`src/include/uef_pkg.sv`:
```
// Constants and types for the enhanced flow-control UART channel
package uef_pkg;
	// Register indices on the plain register port
	localparam logic [3:0] ADR_INT_EN = 4'h1;
	localparam logic [3:0] ADR_FCTL = 4'h2;
	localparam logic [3:0] ADR_LINE_CTL = 4'h3;
	localparam logic [3:0] ADR_MDM_CTL = 4'h4;
	localparam logic [3:0] ADR_LINE_STAT = 4'h5;
	localparam logic [3:0] ADR_MDM_STAT = 4'h6;
	localparam logic [3:0] ADR_SCRATCH = 4'h7;
	localparam logic [3:0] ADR_FIFO_RDY = 4'h8;
	// Shown only while the divisor-latch bit is set
	localparam logic [3:0] ADR_ENH = 4'h2;
	localparam logic [3:0] ADR_RES1 = 4'h4;
	localparam logic [3:0] ADR_RES2 = 4'h5;
	localparam logic [3:0] ADR_PAU1 = 4'h6;
	localparam logic [3:0] ADR_PAU2 = 4'h7;
	// Field positions
	localparam int ENH_ON = 4;
	localparam int ENH_SCD = 5;
	localparam int ENH_ARTS = 6;
	localparam int ENH_ACTS = 7;
	localparam int LC_DLAB = 7;
	localparam int LC_BRK = 6;
	localparam int MC_DTR = 0;
	localparam int MC_RTS = 1;
	localparam int MC_LOOP = 4;
	localparam int MC_ANY = 5;
	// Bits latched by the enhanced function bit
	localparam logic [7:0] GUARD_INT_EN = 8'hF0;
	localparam logic [7:0] GUARD_SRC = 8'h30;
	localparam logic [7:0] GUARD_FCTL = 8'h30;
	localparam logic [7:0] GUARD_MDM = 8'hE0;
	// Reset values
	localparam logic [7:0] RST_ZERO = 8'h00;
	localparam logic [7:0] RST_LINE_STAT = 8'h60;
	// Receive trigger levels
	localparam int LVL_W = 7;
	localparam logic [LVL_W-1:0] TRIG_0 = 7'h08;
	localparam logic [LVL_W-1:0] TRIG_1 = 7'h10;
	localparam logic [LVL_W-1:0] TRIG_2 = 7'h38;
	localparam logic [LVL_W-1:0] TRIG_3 = 7'h3C;

	function automatic logic [LVL_W-1:0] trig_lvl(input logic [1:0] sel);
		case (sel)
			2'b00: return TRIG_0;
			2'b01: return TRIG_1;
			2'b10: return TRIG_2;
			default: return TRIG_3;
		endcase
	endfunction

	typedef struct packed {
		logic [3:0] addr;
		logic [7:0] wdata;
		logic wr;
		logic rd;
	} uef_bus_t;

	typedef struct packed {
		logic valid;
		logic [7:0] data;
	} uef_char_t;

	typedef enum logic [1:0] {TF_IDLE, TF_SEND1, TF_SEND2} uef_txf_t;

	typedef struct packed {
		logic [7:0] interrupt_enable_reg;
		logic [7:0] fifo_control_reg;
		logic [7:0] line_control_reg;
		logic [7:0] modem_control_reg;
		logic [7:0] line_status_reg;
		logic [7:0] scratch;
		logic [7:0] enhanced_feature_control;
		logic [7:0] resume_char_first;
		logic [7:0] resume_char_second;
		logic [7:0] pause_char_first;
		logic [7:0] pause_char_second;
		logic [3:0] mdm_delta;
		logic [3:0] mdm_prev;
		logic prev_ok;
		logic sc_hit;
		logic rts_stop;
		logic paused;
		logic rx_half;
		logic half_pause;
		logic sent_pause;
		uef_txf_t txf;
		uef_char_t tx_flow;
		uef_char_t rx_store;
		logic [7:0] rd_data;
		logic ser_tx;
		logic rts_n;
		logic dtr_n;
		logic rx_ready_n;
		logic tx_ready_n;
	} uef_state_t;
endpackage
```
`src/core/uef_core.sv`:
```
// Enhanced flow-control logic of one UART channel with FIFO ready status
// What this block does
// - Upper select bits pick transmit flow pairs
// - Lower select bits pick receive compare pairs
// - Dual mode treats two characters as sequence
// - Enhanced bit set allows and restores guarded bits
// - Enhanced bit clear saves and hides guarded bits
// - Guarded bits read zero after reset
// - Special detect stores match, sets source bit4
// - Character bit0 compares with received LSB
// - Auto request raises interrupt, stops at next level
// - Auto request resumes below trigger level
// - Without auto, request follows modem control bit
// - Auto clear-to-send high stops transmitting
// - Each channel has 64-byte FIFOs
// - Ready bits 0-3 show transmit FIFO space
// - Ready bits 4-7 show receive below trigger and no timeout
// - Reset clears control regs, source reads 01
// - Line status resets to 60 hex
// - Reset clears modem deltas, keeps live bits
// - Reset drives pins high, transmit ready low
// - Enhanced control reachable only with latch bit
`timescale 1ns/1ps
module uef_core import uef_pkg::*; #(
	parameter int NUM_CH = 4,
	parameter int FIFO_DEPTH = 64
) (
	// Clock, reset, enable
	input wire logic mclk_i,
	input wire logic rst_n_i,
	input wire logic ce_i,
	// Register port
	input wire uef_bus_t reg_bus_i,
	output logic [7:0] rd_data_o,
	// Receive and transmit character paths
	input wire uef_char_t rx_char_i,
	output uef_char_t rx_store_o,
	output uef_char_t tx_flow_o,
	input wire logic tx_flow_ready_i,
	output logic tx_enable_o,
	output logic rx_trig_o,
	// FIFO levels of all channels, channel 0 is this one
	input wire logic [NUM_CH-1:0][LVL_W-1:0] rx_lvl_i,
	input wire logic [NUM_CH-1:0][LVL_W-1:0] tx_lvl_i,
	input wire logic [NUM_CH-1:0] rx_tout_i,
	input wire logic [NUM_CH-1:0][1:0] ch_trig_i,
	input wire logic [7:0] line_stat_i,
	// Modem and serial pins
	input wire logic cts_n_i,
	input wire logic dsr_n_i,
	input wire logic ri_n_i,
	input wire logic cd_n_i,
	input wire logic ser_data_i,
	output logic ser_tx_o,
	output logic rts_n_o,
	output logic dtr_n_o,
	output logic receive_ready_pin_n_o,
	output logic transmit_ready_pin_n_o
);
	localparam logic [LVL_W-1:0] DEPTH_L = LVL_W'(FIFO_DEPTH);

	uef_state_t s_r;
	uef_state_t s_nxt;
	logic [7:0] efc;
	logic enh;
	logic dlab;
	logic [7:0] ien_vis;
	logic [7:0] fctl_vis;
	logic [7:0] mctl_vis;
	logic [7:0] src_vis;
	logic [7:0] mstat_vis;
	logic [7:0] frdy;
	logic [3:0] mdm_n;
	logic [3:0] mdm_hi;
	logic [3:0] mdm_chg;
	logic [LVL_W-1:0] own_lvl;
	logic [LVL_W-1:0] trig;
	logic [LVL_W-1:0] trig_next;
	logic want_pause;
	logic [NUM_CH-1:0] frdy_tx;
	logic [NUM_CH-1:0] frdy_rx;

	assign efc = s_r.enhanced_feature_control;
	assign enh = efc[ENH_ON];
	assign dlab = s_r.line_control_reg[LC_DLAB];
	assign own_lvl = rx_lvl_i[0];
	assign trig = trig_lvl(s_r.fifo_control_reg[7:6]);
	assign trig_next = (s_r.fifo_control_reg[7:6] == 2'b11) ? DEPTH_L
		: trig_lvl(s_r.fifo_control_reg[7:6] + 2'b01);
	assign want_pause = own_lvl >= trig;

	// Guarded bits are stored but hidden while the enhanced bit is off
	assign ien_vis = enh ? s_r.interrupt_enable_reg
		: s_r.interrupt_enable_reg & ~GUARD_INT_EN;
	assign fctl_vis = enh ? s_r.fifo_control_reg
		: s_r.fifo_control_reg & ~GUARD_FCTL;
	assign mctl_vis = enh ? s_r.modem_control_reg
		: s_r.modem_control_reg & ~GUARD_MDM;
	assign src_vis = {2'b00, enh ? {s_r.rts_stop, s_r.sc_hit} : 2'b00,
		3'b000, ~s_r.sc_hit};

	assign mdm_n = {cd_n_i, ri_n_i, dsr_n_i, cts_n_i};
	assign mdm_hi = s_r.modem_control_reg[MC_LOOP]
		? {s_r.modem_control_reg[3:2], s_r.modem_control_reg[MC_DTR],
		s_r.modem_control_reg[MC_RTS]} : ~mdm_n;
	assign mdm_chg = {s_r.mdm_prev[3] ^ mdm_n[3], ~s_r.mdm_prev[2] & mdm_n[2],
		s_r.mdm_prev[1:0] ^ mdm_n[1:0]} & {4{s_r.prev_ok}};
	assign mstat_vis = {mdm_hi, s_r.mdm_delta};

	genvar g;
	for (g = 0; g < NUM_CH; g++) begin : g_frdy
		logic [1:0] tsel;
		assign tsel = (g == 0) ? s_r.fifo_control_reg[7:6] : ch_trig_i[g];
		assign frdy_tx[g] = tx_lvl_i[g] != DEPTH_L;
		assign frdy_rx[g] = (rx_lvl_i[g] < trig_lvl(tsel)) & ~rx_tout_i[g];
	end
	assign frdy = 8'({frdy_rx, frdy_tx});

	always_comb begin
		logic [7:0] d;
		logic [7:0] rd;
		logic cons;
		logic [7:0] pa;
		logic [7:0] re;
		d = rx_char_i.data;
		rd = 8'h00;
		cons = 1'b0;
		pa = 8'h00;
		re = 8'h00;
		s_nxt = s_r;
		if (ce_i) begin
			// Read mux and read side effects
			if (reg_bus_i.rd) begin
				if (dlab && reg_bus_i.addr == ADR_ENH) begin
					rd = efc;
				end else if (dlab && reg_bus_i.addr == ADR_RES1) begin
					rd = s_r.resume_char_first;
				end else if (dlab && reg_bus_i.addr == ADR_RES2) begin
					rd = s_r.resume_char_second;
				end else if (dlab && reg_bus_i.addr == ADR_PAU1) begin
					rd = s_r.pause_char_first;
				end else if (dlab && reg_bus_i.addr == ADR_PAU2) begin
					rd = s_r.pause_char_second;
				end else if (reg_bus_i.addr == ADR_LINE_CTL) begin
					rd = s_r.line_control_reg;
				end else if (reg_bus_i.addr == ADR_FIFO_RDY) begin
					rd = frdy;
				end else if (!dlab && reg_bus_i.addr == ADR_INT_EN) begin
					rd = ien_vis;
				end else if (!dlab && reg_bus_i.addr == ADR_FCTL) begin
					rd = src_vis;
					s_nxt.sc_hit = 1'b0;
				end else if (!dlab && reg_bus_i.addr == ADR_MDM_CTL) begin
					rd = mctl_vis;
				end else if (!dlab && reg_bus_i.addr == ADR_LINE_STAT) begin
					rd = s_r.line_status_reg;
				end else if (!dlab && reg_bus_i.addr == ADR_MDM_STAT) begin
					rd = mstat_vis;
					s_nxt.mdm_delta = 4'h0;
				end else if (!dlab && reg_bus_i.addr == ADR_SCRATCH) begin
					rd = s_r.scratch;
				end
				s_nxt.rd_data = rd;
			end
			// Writes; guarded bits keep their stored value while locked
			if (reg_bus_i.wr) begin
				if (dlab && reg_bus_i.addr == ADR_ENH) begin
					s_nxt.enhanced_feature_control = reg_bus_i.wdata;
				end else if (dlab && reg_bus_i.addr == ADR_RES1) begin
					s_nxt.resume_char_first = reg_bus_i.wdata;
				end else if (dlab && reg_bus_i.addr == ADR_RES2) begin
					s_nxt.resume_char_second = reg_bus_i.wdata;
				end else if (dlab && reg_bus_i.addr == ADR_PAU1) begin
					s_nxt.pause_char_first = reg_bus_i.wdata;
				end else if (dlab && reg_bus_i.addr == ADR_PAU2) begin
					s_nxt.pause_char_second = reg_bus_i.wdata;
				end else if (reg_bus_i.addr == ADR_LINE_CTL) begin
					s_nxt.line_control_reg = reg_bus_i.wdata;
				end else if (!dlab && reg_bus_i.addr == ADR_INT_EN) begin
					s_nxt.interrupt_enable_reg = enh ? reg_bus_i.wdata
						: (reg_bus_i.wdata & ~GUARD_INT_EN)
						| (s_r.interrupt_enable_reg & GUARD_INT_EN);
				end else if (!dlab && reg_bus_i.addr == ADR_FCTL) begin
					s_nxt.fifo_control_reg = enh ? reg_bus_i.wdata
						: (reg_bus_i.wdata & ~GUARD_FCTL)
						| (s_r.fifo_control_reg & GUARD_FCTL);
				end else if (!dlab && reg_bus_i.addr == ADR_MDM_CTL) begin
					s_nxt.modem_control_reg = enh ? reg_bus_i.wdata
						: (reg_bus_i.wdata & ~GUARD_MDM)
						| (s_r.modem_control_reg & GUARD_MDM);
				end else if (!dlab && reg_bus_i.addr == ADR_SCRATCH) begin
					s_nxt.scratch = reg_bus_i.wdata;
				end
			end
			// Receive side: special detect and flow character matching
			s_nxt.rx_store.valid = 1'b0;
			if (rx_char_i.valid) begin
				if (efc[ENH_SCD] && d == s_r.pause_char_second) begin
					s_nxt.sc_hit = 1'b1;
				end else if (efc[1:0] == 2'b10 || efc[1:0] == 2'b01) begin
					pa = efc[1] ? s_r.pause_char_first : s_r.pause_char_second;
					re = efc[1] ? s_r.resume_char_first : s_r.resume_char_second;
					if (d == pa) begin
						s_nxt.paused = 1'b1;
						cons = 1'b1;
					end else if (d == re) begin
						s_nxt.paused = 1'b0;
						cons = 1'b1;
					end
				end else if (efc[1:0] == 2'b11) begin
					// Second half must follow the first directly
					if (s_r.rx_half && d == (s_r.half_pause
						? s_r.pause_char_second : s_r.resume_char_second)) begin
						s_nxt.paused = s_r.half_pause;
						cons = 1'b1;
					end
					s_nxt.rx_half = 1'b0;
					if (!cons && d == s_r.pause_char_first) begin
						s_nxt.rx_half = 1'b1;
						s_nxt.half_pause = 1'b1;
					end else if (!cons && d == s_r.resume_char_first) begin
						s_nxt.rx_half = 1'b1;
						s_nxt.half_pause = 1'b0;
					end
				end
				if (!cons && mctl_vis[MC_ANY]) begin
					s_nxt.paused = 1'b0;
				end
				s_nxt.rx_store.valid = !cons;
				s_nxt.rx_store.data = d;
			end
			// Transmit side: send pause or resume as the FIFO crosses trigger
			case (s_r.txf)
				TF_IDLE: begin
					if (efc[3:2] != 2'b00 && want_pause != s_r.sent_pause) begin
						s_nxt.sent_pause = want_pause;
						s_nxt.txf = TF_SEND1;
						s_nxt.tx_flow.valid = 1'b1;
						if (efc[3]) begin
							s_nxt.tx_flow.data = want_pause ? s_r.pause_char_first
								: s_r.resume_char_first;
						end else begin
							s_nxt.tx_flow.data = want_pause ? s_r.pause_char_second
								: s_r.resume_char_second;
						end
					end
				end
				TF_SEND1: begin
					if (tx_flow_ready_i && efc[3:2] == 2'b11) begin
						s_nxt.txf = TF_SEND2;
						s_nxt.tx_flow.data = s_r.sent_pause ? s_r.pause_char_second
							: s_r.resume_char_second;
					end else if (tx_flow_ready_i) begin
						s_nxt.txf = TF_IDLE;
						s_nxt.tx_flow.valid = 1'b0;
					end
				end
				TF_SEND2: begin
					if (tx_flow_ready_i) begin
						s_nxt.txf = TF_IDLE;
						s_nxt.tx_flow.valid = 1'b0;
					end
				end
				default: begin
					s_nxt.txf = TF_IDLE;
					s_nxt.tx_flow.valid = 1'b0;
				end
			endcase
			// Modem deltas: a change in the reading cycle still sets
			s_nxt.mdm_delta = s_nxt.mdm_delta | mdm_chg;
			s_nxt.mdm_prev = mdm_n;
			s_nxt.prev_ok = 1'b1;
			s_nxt.line_status_reg = line_stat_i;
			// Auto request-to-send hysteresis between two trigger levels
			if (!efc[ENH_ARTS]) begin
				s_nxt.rts_stop = 1'b0;
			end else if (own_lvl >= trig_next) begin
				s_nxt.rts_stop = 1'b1;
			end else if (own_lvl < trig) begin
				s_nxt.rts_stop = 1'b0;
			end
			s_nxt.rts_n = efc[ENH_ARTS] ? s_nxt.rts_stop
				: ~s_r.modem_control_reg[MC_RTS];
			s_nxt.dtr_n = ~s_r.modem_control_reg[MC_DTR];
			s_nxt.ser_tx = ser_data_i & ~s_r.line_control_reg[LC_BRK];
			s_nxt.rx_ready_n = own_lvl == '0;
			s_nxt.tx_ready_n = tx_lvl_i[0] == DEPTH_L;
		end
	end

	always_ff @(posedge mclk_i or negedge rst_n_i) begin
		if (!rst_n_i) begin
			s_r <= '0;
			s_r.interrupt_enable_reg <= RST_ZERO;
			s_r.fifo_control_reg <= RST_ZERO;
			s_r.line_control_reg <= RST_ZERO;
			s_r.modem_control_reg <= RST_ZERO;
			s_r.line_status_reg <= RST_LINE_STAT;
			s_r.mdm_delta <= 4'h0;
			s_r.enhanced_feature_control <= RST_ZERO;
			s_r.txf <= TF_IDLE;
			s_r.ser_tx <= 1'b1;
			s_r.rts_n <= 1'b1;
			s_r.dtr_n <= 1'b1;
			s_r.rx_ready_n <= 1'b1;
			s_r.tx_ready_n <= 1'b0;
		end else begin
			s_r <= s_nxt;
		end
	end

	assign rd_data_o = s_r.rd_data;
	assign rx_store_o = s_r.rx_store;
	assign tx_flow_o = s_r.tx_flow;
	assign tx_enable_o = ~s_r.paused & ~(efc[ENH_ACTS] & cts_n_i);
	assign rx_trig_o = efc[ENH_ARTS] & want_pause;
	assign ser_tx_o = s_r.ser_tx;
	assign rts_n_o = s_r.rts_n;
	assign dtr_n_o = s_r.dtr_n;
	assign receive_ready_pin_n_o = s_r.rx_ready_n;
	assign transmit_ready_pin_n_o = s_r.tx_ready_n;
endmodule

```
`config.mk`:
```
export PLATFORM = sky130hd
export DESIGN_NAME = uef_core
export DESIGN_NICKNAME = d
export VERILOG_FILES = /design/src/include/uef_pkg.sv /design/src/core/uef_core.sv
export SDC_FILE = /design/constraint.sdc
export NUM_CORES = 1
export LEC_CHECK = 0
export BUFFER_PORTS_ARGS = -buffer_cell sky130_fd_sc_hd__buf_2
export CAP_MARGIN = 20
export CORE_ASPECT_RATIO = 0.5
export CORE_MARGIN = 2
export CORE_UTILIZATION = 47
export CTS_BUF_LIST = sky130_fd_sc_hd__clkbuf_4
export CTS_CLUSTER_SIZE = 20
export DETAILED_ROUTE_END_ITERATION = 6
export PLACE_DENSITY = 0.74
export SYNTH_ARGS = -nofsm -noshare
export SYNTH_HDL_FRONTEND = slang
export SYNTH_SLANG_ARGS = --single-unit
export TNS_END_PERCENT = 100
```
`constraint.sdc`:
```
create_clock -name mclk_i -period 7.9 [get_ports mclk_i]
set_input_delay 0.79 -clock mclk_i [delete_from_list [all_inputs] [get_ports mclk_i]]
set_output_delay 0.79 -clock mclk_i [all_outputs]
set_load 0.1 [all_outputs]
```
**Word level (Yosys, flattened, before mapping)**

Index checks and enable logic that the tools add are counted.

- Output and inout bits: 33
- Logic and storage cells: 266
- Register bits after elaboration: 136
- Bits of input ports: 108

- Bitwise operators: 39
- Add/subtract/negate cells: 1
- Multiplexer cells: 94
- Equal/unequal tests: 42
- Magnitude comparators: 6
- Reduce and logical (&&, ||, !) cells: 53

Operator list:

| operator | number |
|---|---|
| 8-bit two-way mux | 26 |
| 6-bit case mux with 3 select lines | 5 |
| 4-bit two-way mux | 15 |
| 8-bit equality test | 6 |
| 1-bit two-way mux | 35 |
| 7-bit < comparator | 4 |
| 7-bit != test (second input constant) | 4 |
| 1-bit inverter | 22 |
| 2-bit equality test (second input constant) | 10 |
| 1-bit logical AND | 18 |
| 6-bit AND reduction | 3 |
| 4-bit by 3-bit equality test with 1-bit output (second input constant) | 4 |
| 8-bit case mux with 2 select lines | 1 |
| 2-bit by 1-bit equality test with 1-bit output (second input constant) | 7 |
| 2-bit logical NOT | 6 |
| 12-bit AND reduction | 1 |
| 11-bit two-way mux | 1 |
| 11-bit AND reduction | 1 |
| 2-bit two-way mux | 5 |
| 10-bit AND reduction | 1 |
| 5-bit AND reduction | 2 |
| 1-bit bitwise AND | 9 |
| 3-bit two-way mux | 3 |
| 9-bit two-way mux | 1 |
| 32 further kinds | 45 |

**Longest topological paths before layout**

- Depth in word-level cells: 18
- Depth in mapped cells: 12
- Depth with buffers taken out: 11

**Least setup slack after synthesis**

No wires, ideal clock.

- Path kind: in2out
- Start: input rx_lvl_i[2] (netlist bit)
- End: output rx_trig_o
- Data required time: 7.110 ns
- Stages on the path: 8
- Buffers on the path: 1
- Slack: 3.833 ns
- Arrival time: 3.277 ns
- Path through: inv_1 > ha_1 > nand4_1 > nor3_1 > or3_4 > nor2_8 > buf_4 > nor2b_1

- Longest elaborated chain between the ends: 2

Ends and longest elaborated chain:

| element | line | RTL |
|---|---|---|
| from (decl) | uef_core.sv:43 | `input wire logic [NUM_CH-1:0][LVL_W-1:0] rx_lvl_i,` |
| 7-bit by 6-bit greater-or-equal comparator with 1-bit output | uef_core.sv:90 | `assign want_pause = own_lvl >= trig;` |
| 1-bit bitwise AND | uef_core.sv:316 | `assign rx_trig_o = efc[ENH_ARTS] & want_pause;` |
| to (decl) | uef_core.sv:41 | `output logic rx_trig_o,` |

No other way between the ends.

**Worst setup path after layout**

- Start: register s_r (netlist bit g_frdy[0].tsel[1])
- End: output rx_trig_o

- Longest elaborated chain between the ends: 4
- Elaborated cells on any way between the ends: 6
- Those cells by class: 1 x order compare; 2 x eq/ne; 1 x mux; 1 x bitwise; 1 x reduce/logical

Ends and longest elaborated chain:

| element | line | RTL |
|---|---|---|
| from (decl) | uef_core.sv:62 | `uef_state_t s_r;` |
| from (signal assigned) | uef_core.sv:308 | `s_r <= s_nxt;` |
| 2-bit equality test (tied with other cells) | uef_pkg.sv:45 | `case (sel)` |
| 6-bit case mux with 3 select lines (*) | uef_pkg.sv:45 |  |
| 7-bit by 6-bit greater-or-equal comparator with 1-bit output (*) | uef_core.sv:90 |  |
| 1-bit bitwise AND (*) | uef_core.sv:316 |  |

Every way passes the cells marked *; elsewhere a longest branch is shown, timed or not.

==> summary.md <==
| Metric | Value |
|---|---|
| Status | completed |
| Total CTS buffers | 17 |
| Vertical die dimension | 96.5 µm |
| Ys flop type | dfrtp_1 |
| Core footprint | roughly 17000 µm² |
| Simple-gate share of the synthesized area | 14.4% |
| Total detailed-routing wirelength | around 22000 µm |
| Floorplan die width | ~190 µm |
| Number of synthesized register bits | 130 |
| Global-route met2 utilization | between 30 and 40% |
| Share of the core filled with cells in the final layout | 54.2% |
| Area growth, synth to finish | 11.6% |
| Filler cell count in the final layout | 1469 |
| Count of nets left with antenna violations after detail routing | 0 |
| Effective utilization at floorplan | 48.5% |
| Maximum clock rate | ~0.26 GHz |
| Diodes inserted | 0 |
| Met3 Usage GRT | 4.30% |
| Met1 Track Usage GR | 35.6% |
| Avg Inst Size Synth | 10.3 µm² |
| Setup Crit Path Kind | flip-flop to primary output |
| Fraction of layout instances using a drive strength above 1 | 32.7% |
| Remaining design rule violation count | 0 |
| Largest net degree at the start of global routing | about 80 |
| HPWL reported at the end of detailed placement | about 16000 µm |
| Clock Latency Late Sink | 0.56 ns |
| Gr usage total | ~25% |
| Complex-gate fraction of the synthesized area | between 10% and 20% |
| Vias post-DR | 6456 |
| Max-slew headroom at the worst pin | between 30% and 40% |
| Worst endpoint data arrival time | 3.06 ns |
| Most common cell after layout, fill and taps aside | buf_2 |
| I/O pin count | 141 |
| Synth cell types | 77 |
| Leading area contributor after synthesis | dfrtp_1 |
| Number of antenna violations at the first check in global routing | 0 |
| Worst-Margin Slew | 1.02 ns |
| Aggregate negative setup slack | 0 ns |
| FFs w/ async S/R, synth | 100% |
| Syn Inst Count | 779 |
| H-tree levels | 4 |
| Gr ovfl total | 0 |
| Worst-case reg-to-reg path depth | 10 |
| Worst-path clk slew | approximately 0.13 ns |
| Number of max-cap violations | 0 |
| XOR/XNOR share of the synthesized area | between 5 and 6% |
| CTS Root Buffer Type | clkbuf_4 |
| Drt first pass iters | 6 |
| Time the worst path needs with I/O delays and setup | 3.85 ns |
| Main combinational cell family by area after synthesis | multiplexers |
| Post-Synth Adder-Cell Area | under 10% |
| Drt first-iter violations | 640 |
| Crit-path max FO | 16 |
| Top-area cell type share of the netlist area | roughly two fifths |
| Wire length of the first global-routing pass | 34000 µm |
| Crit share post-route | 48.7% |
| Floorplan die area | approximately 18000 µm² |
| Worst ir drop on vdd | between 150 and 200 µV |
| Post-Synthesis Net Count | 913 |
| Worst min-delay path category | primary input to asynchronous set/reset pin |
| Unrepaired setup endpoints after global routing | false |
| Most used routing layer | met2 |
| Leading cell types by total area after synthesis | dfrtp_1, mux2_2, ha_1, mux2i_1, xnor2_1 |
| Number of enable flip-flop cells after synthesis | 0 |
| Most frequent cells in the layout | buf_2, dfrtp_1, mux2_2, nand2_1, o21ai_0 |
| # setup viols final | 0 |
| CTS tree | yes |
| Nets | 996 |
| Required @ worst endpoint | between 7 and 8 ns |
| Final count of hold timing violations | 0 |
| Final weighted congestion in routability-driven placement | 0.896 |
| Area of the mapped netlist | about 8000 µm² |
| Final clock skew | 0.0213 ns |
| Post-CTS Resized | 0 |
| Mux cell area share after synthesis | 17.0% |
| Maximum clock path buffer count | 2 |
| Drt wl/cell | 19.9 µm |
| Leak | a little over 4 nW |
| Setup crit end kind | primary output |
| Category of the worst setup path launch point | flip-flop |
| Number of buffers added on ports | 132 |
| Setup repair bufs after CTS | 0 |
| Synth Warn # | 0 |
| Fraction of the yosys area taken by sequential cells | roughly two fifths |
| Total count of max-transition violations in the final report | 0 |
| DR vias/cell | 5.86 |
| Hold buffer count at CTS | 0 |
| # rows | 33 |
| Via count of the first global-routing pass | 6112 |
| # clock sinks | 130 |
| Power per Cell Area | ~240 nW/µm² |
## metrics by stage
stage	hold WS (ns)	total power [mW]	setup slack [ns]	instances	cell area, µm²
2_1_floorplan	0.430	1.46	3.83	779	8040
3_3_place_gp	0.451	1.56	4.50	1069	8560
3_5_place_dp	0.457	1.58	4.51	1069	8560
4_1_cts	0.268	2.16	4.03	1101	8940
5_1_grt	0.279	2.26	3.89	1102	8970
6_report	0.254	2.16	4.05	1102	8970
## area by class of cell
| type | instances | area, µm² | area share, % |
|---|---|---|---|
| Tap cell | 227 | 284 | 3.17 |
| Multi-Input combinational cell | 547 | 4230 | 47.1 |
| Inverter | 32 | 120 | 1.34 |
| Sequential cell | 130 | 3260 | 36.4 |
| Timing Repair Buffer | 134 | 698 | 7.79 |
| Clock inverter | 13 | 234 | 2.61 |
| Clock buffer | 19 | 143 | 1.59 |
## report_power, final
group | internal [mW] | total [mW] | switching (mW)
clock | 0.322 | 0.594 | 0.272
sequential | 0.760 | 0.862 | 0.102
combinational | 0.216 | 0.706 | 0.490
## routing by layer
| metal | wire [µm] | vias up | part of all wire [%] |
|---|---|---|---|
| met5 | 0 | - | 0 |
| met3 | 1720 | 52 | 7.8 |
| met2 | 9510 | 288 | 43 |
| met4 | 507 | 0 | 2.3 |
| li1 | - | 2968 | - |
| met1 | 10200 | 3148 | 46 |
## cells in the mapped netlist, types with 3 or more instances
cell type  instances
buf_4             28
nor2_1            32
a222oi_1           6
a22o_1             4
xnor2_1           33
o221ai_1           3
a221o_1            4
xor2_1            13
nor2b_1           11
buf_1              5
a221oi_1          14
nand4_1            4
or3_1              4
nand2b_1          10
nand3_1           22
ha_1              26
nand2_1           68
mux2i_1           31
a21oi_1           19
clkbuf_8           3
nor4_1            11
a211oi_1          10
buf_2             12
or3_4              3
o21ai_0           37
a21o_1             6
o22ai_1            5
inv_1             31
or4b_2             3
mux2_2            90
clkbuf_1          20
nor3_1            19
dfrtp_1          124
nand2_2            3
dfstp_2            6
nand3b_1           4
## critical path, cell delays in order (launching register included)
cell and delay (ns):
dfrtp_1 0.47, ha_1 0.27, nor2_1 0.07, ha_1 0.30
nand4_1 0.10, nor3_1 0.43, or3_4 0.26, nor2_8 0.08
nor2b_1 0.11, buf_2 0.42
## path summary, 6_finish.rpt
kind | startpoint | to | slack, ns
min in group mclk_i | line_stat_i[5] | s_r[101] | 0.45
hold / removal | rst_n_i | s_r[99] | 0.25
setup reg to reg | g_frdy[0].tsel[1] | tx_flow_o[6] | 4.82
hold reg to reg | s_r[39] | s_r[39] | 0.48
setup / recovery | g_frdy[0].tsel[1] | rx_trig_o | 4.05
max in group asynchronous | rst_n_i | s_r[63] | 6.60
## sequential cells by signal, indices dropped and copies added (netlist names)
register and flops:
dlab 1, dtr_n_o 1, efc 8, g_frdy.tsel 2, mstat_vis 4, rd_data_o 8
receive_ready_pin_n_o 1, rts_n_o 1, rx_store_o 9, s_r 84, ser_tx_o 1, transmit_ready_pin_n_o 1
tx_flow_o 9
## logic make-up (layout without fill, tap and decap cells)
family / count (synthesis) / count (layout)
AOI/OAI and AO/OA: 135 / 135
xor gates and xnor gates: 47 / 47
adders and majority gates: 26 / 26
buffers and inverters: 102 / 198
DFF: 130 / 130
muxes: 123 / 123
and+or+nand+nor: 216 / 216
(Power assumes the default switching activity.)
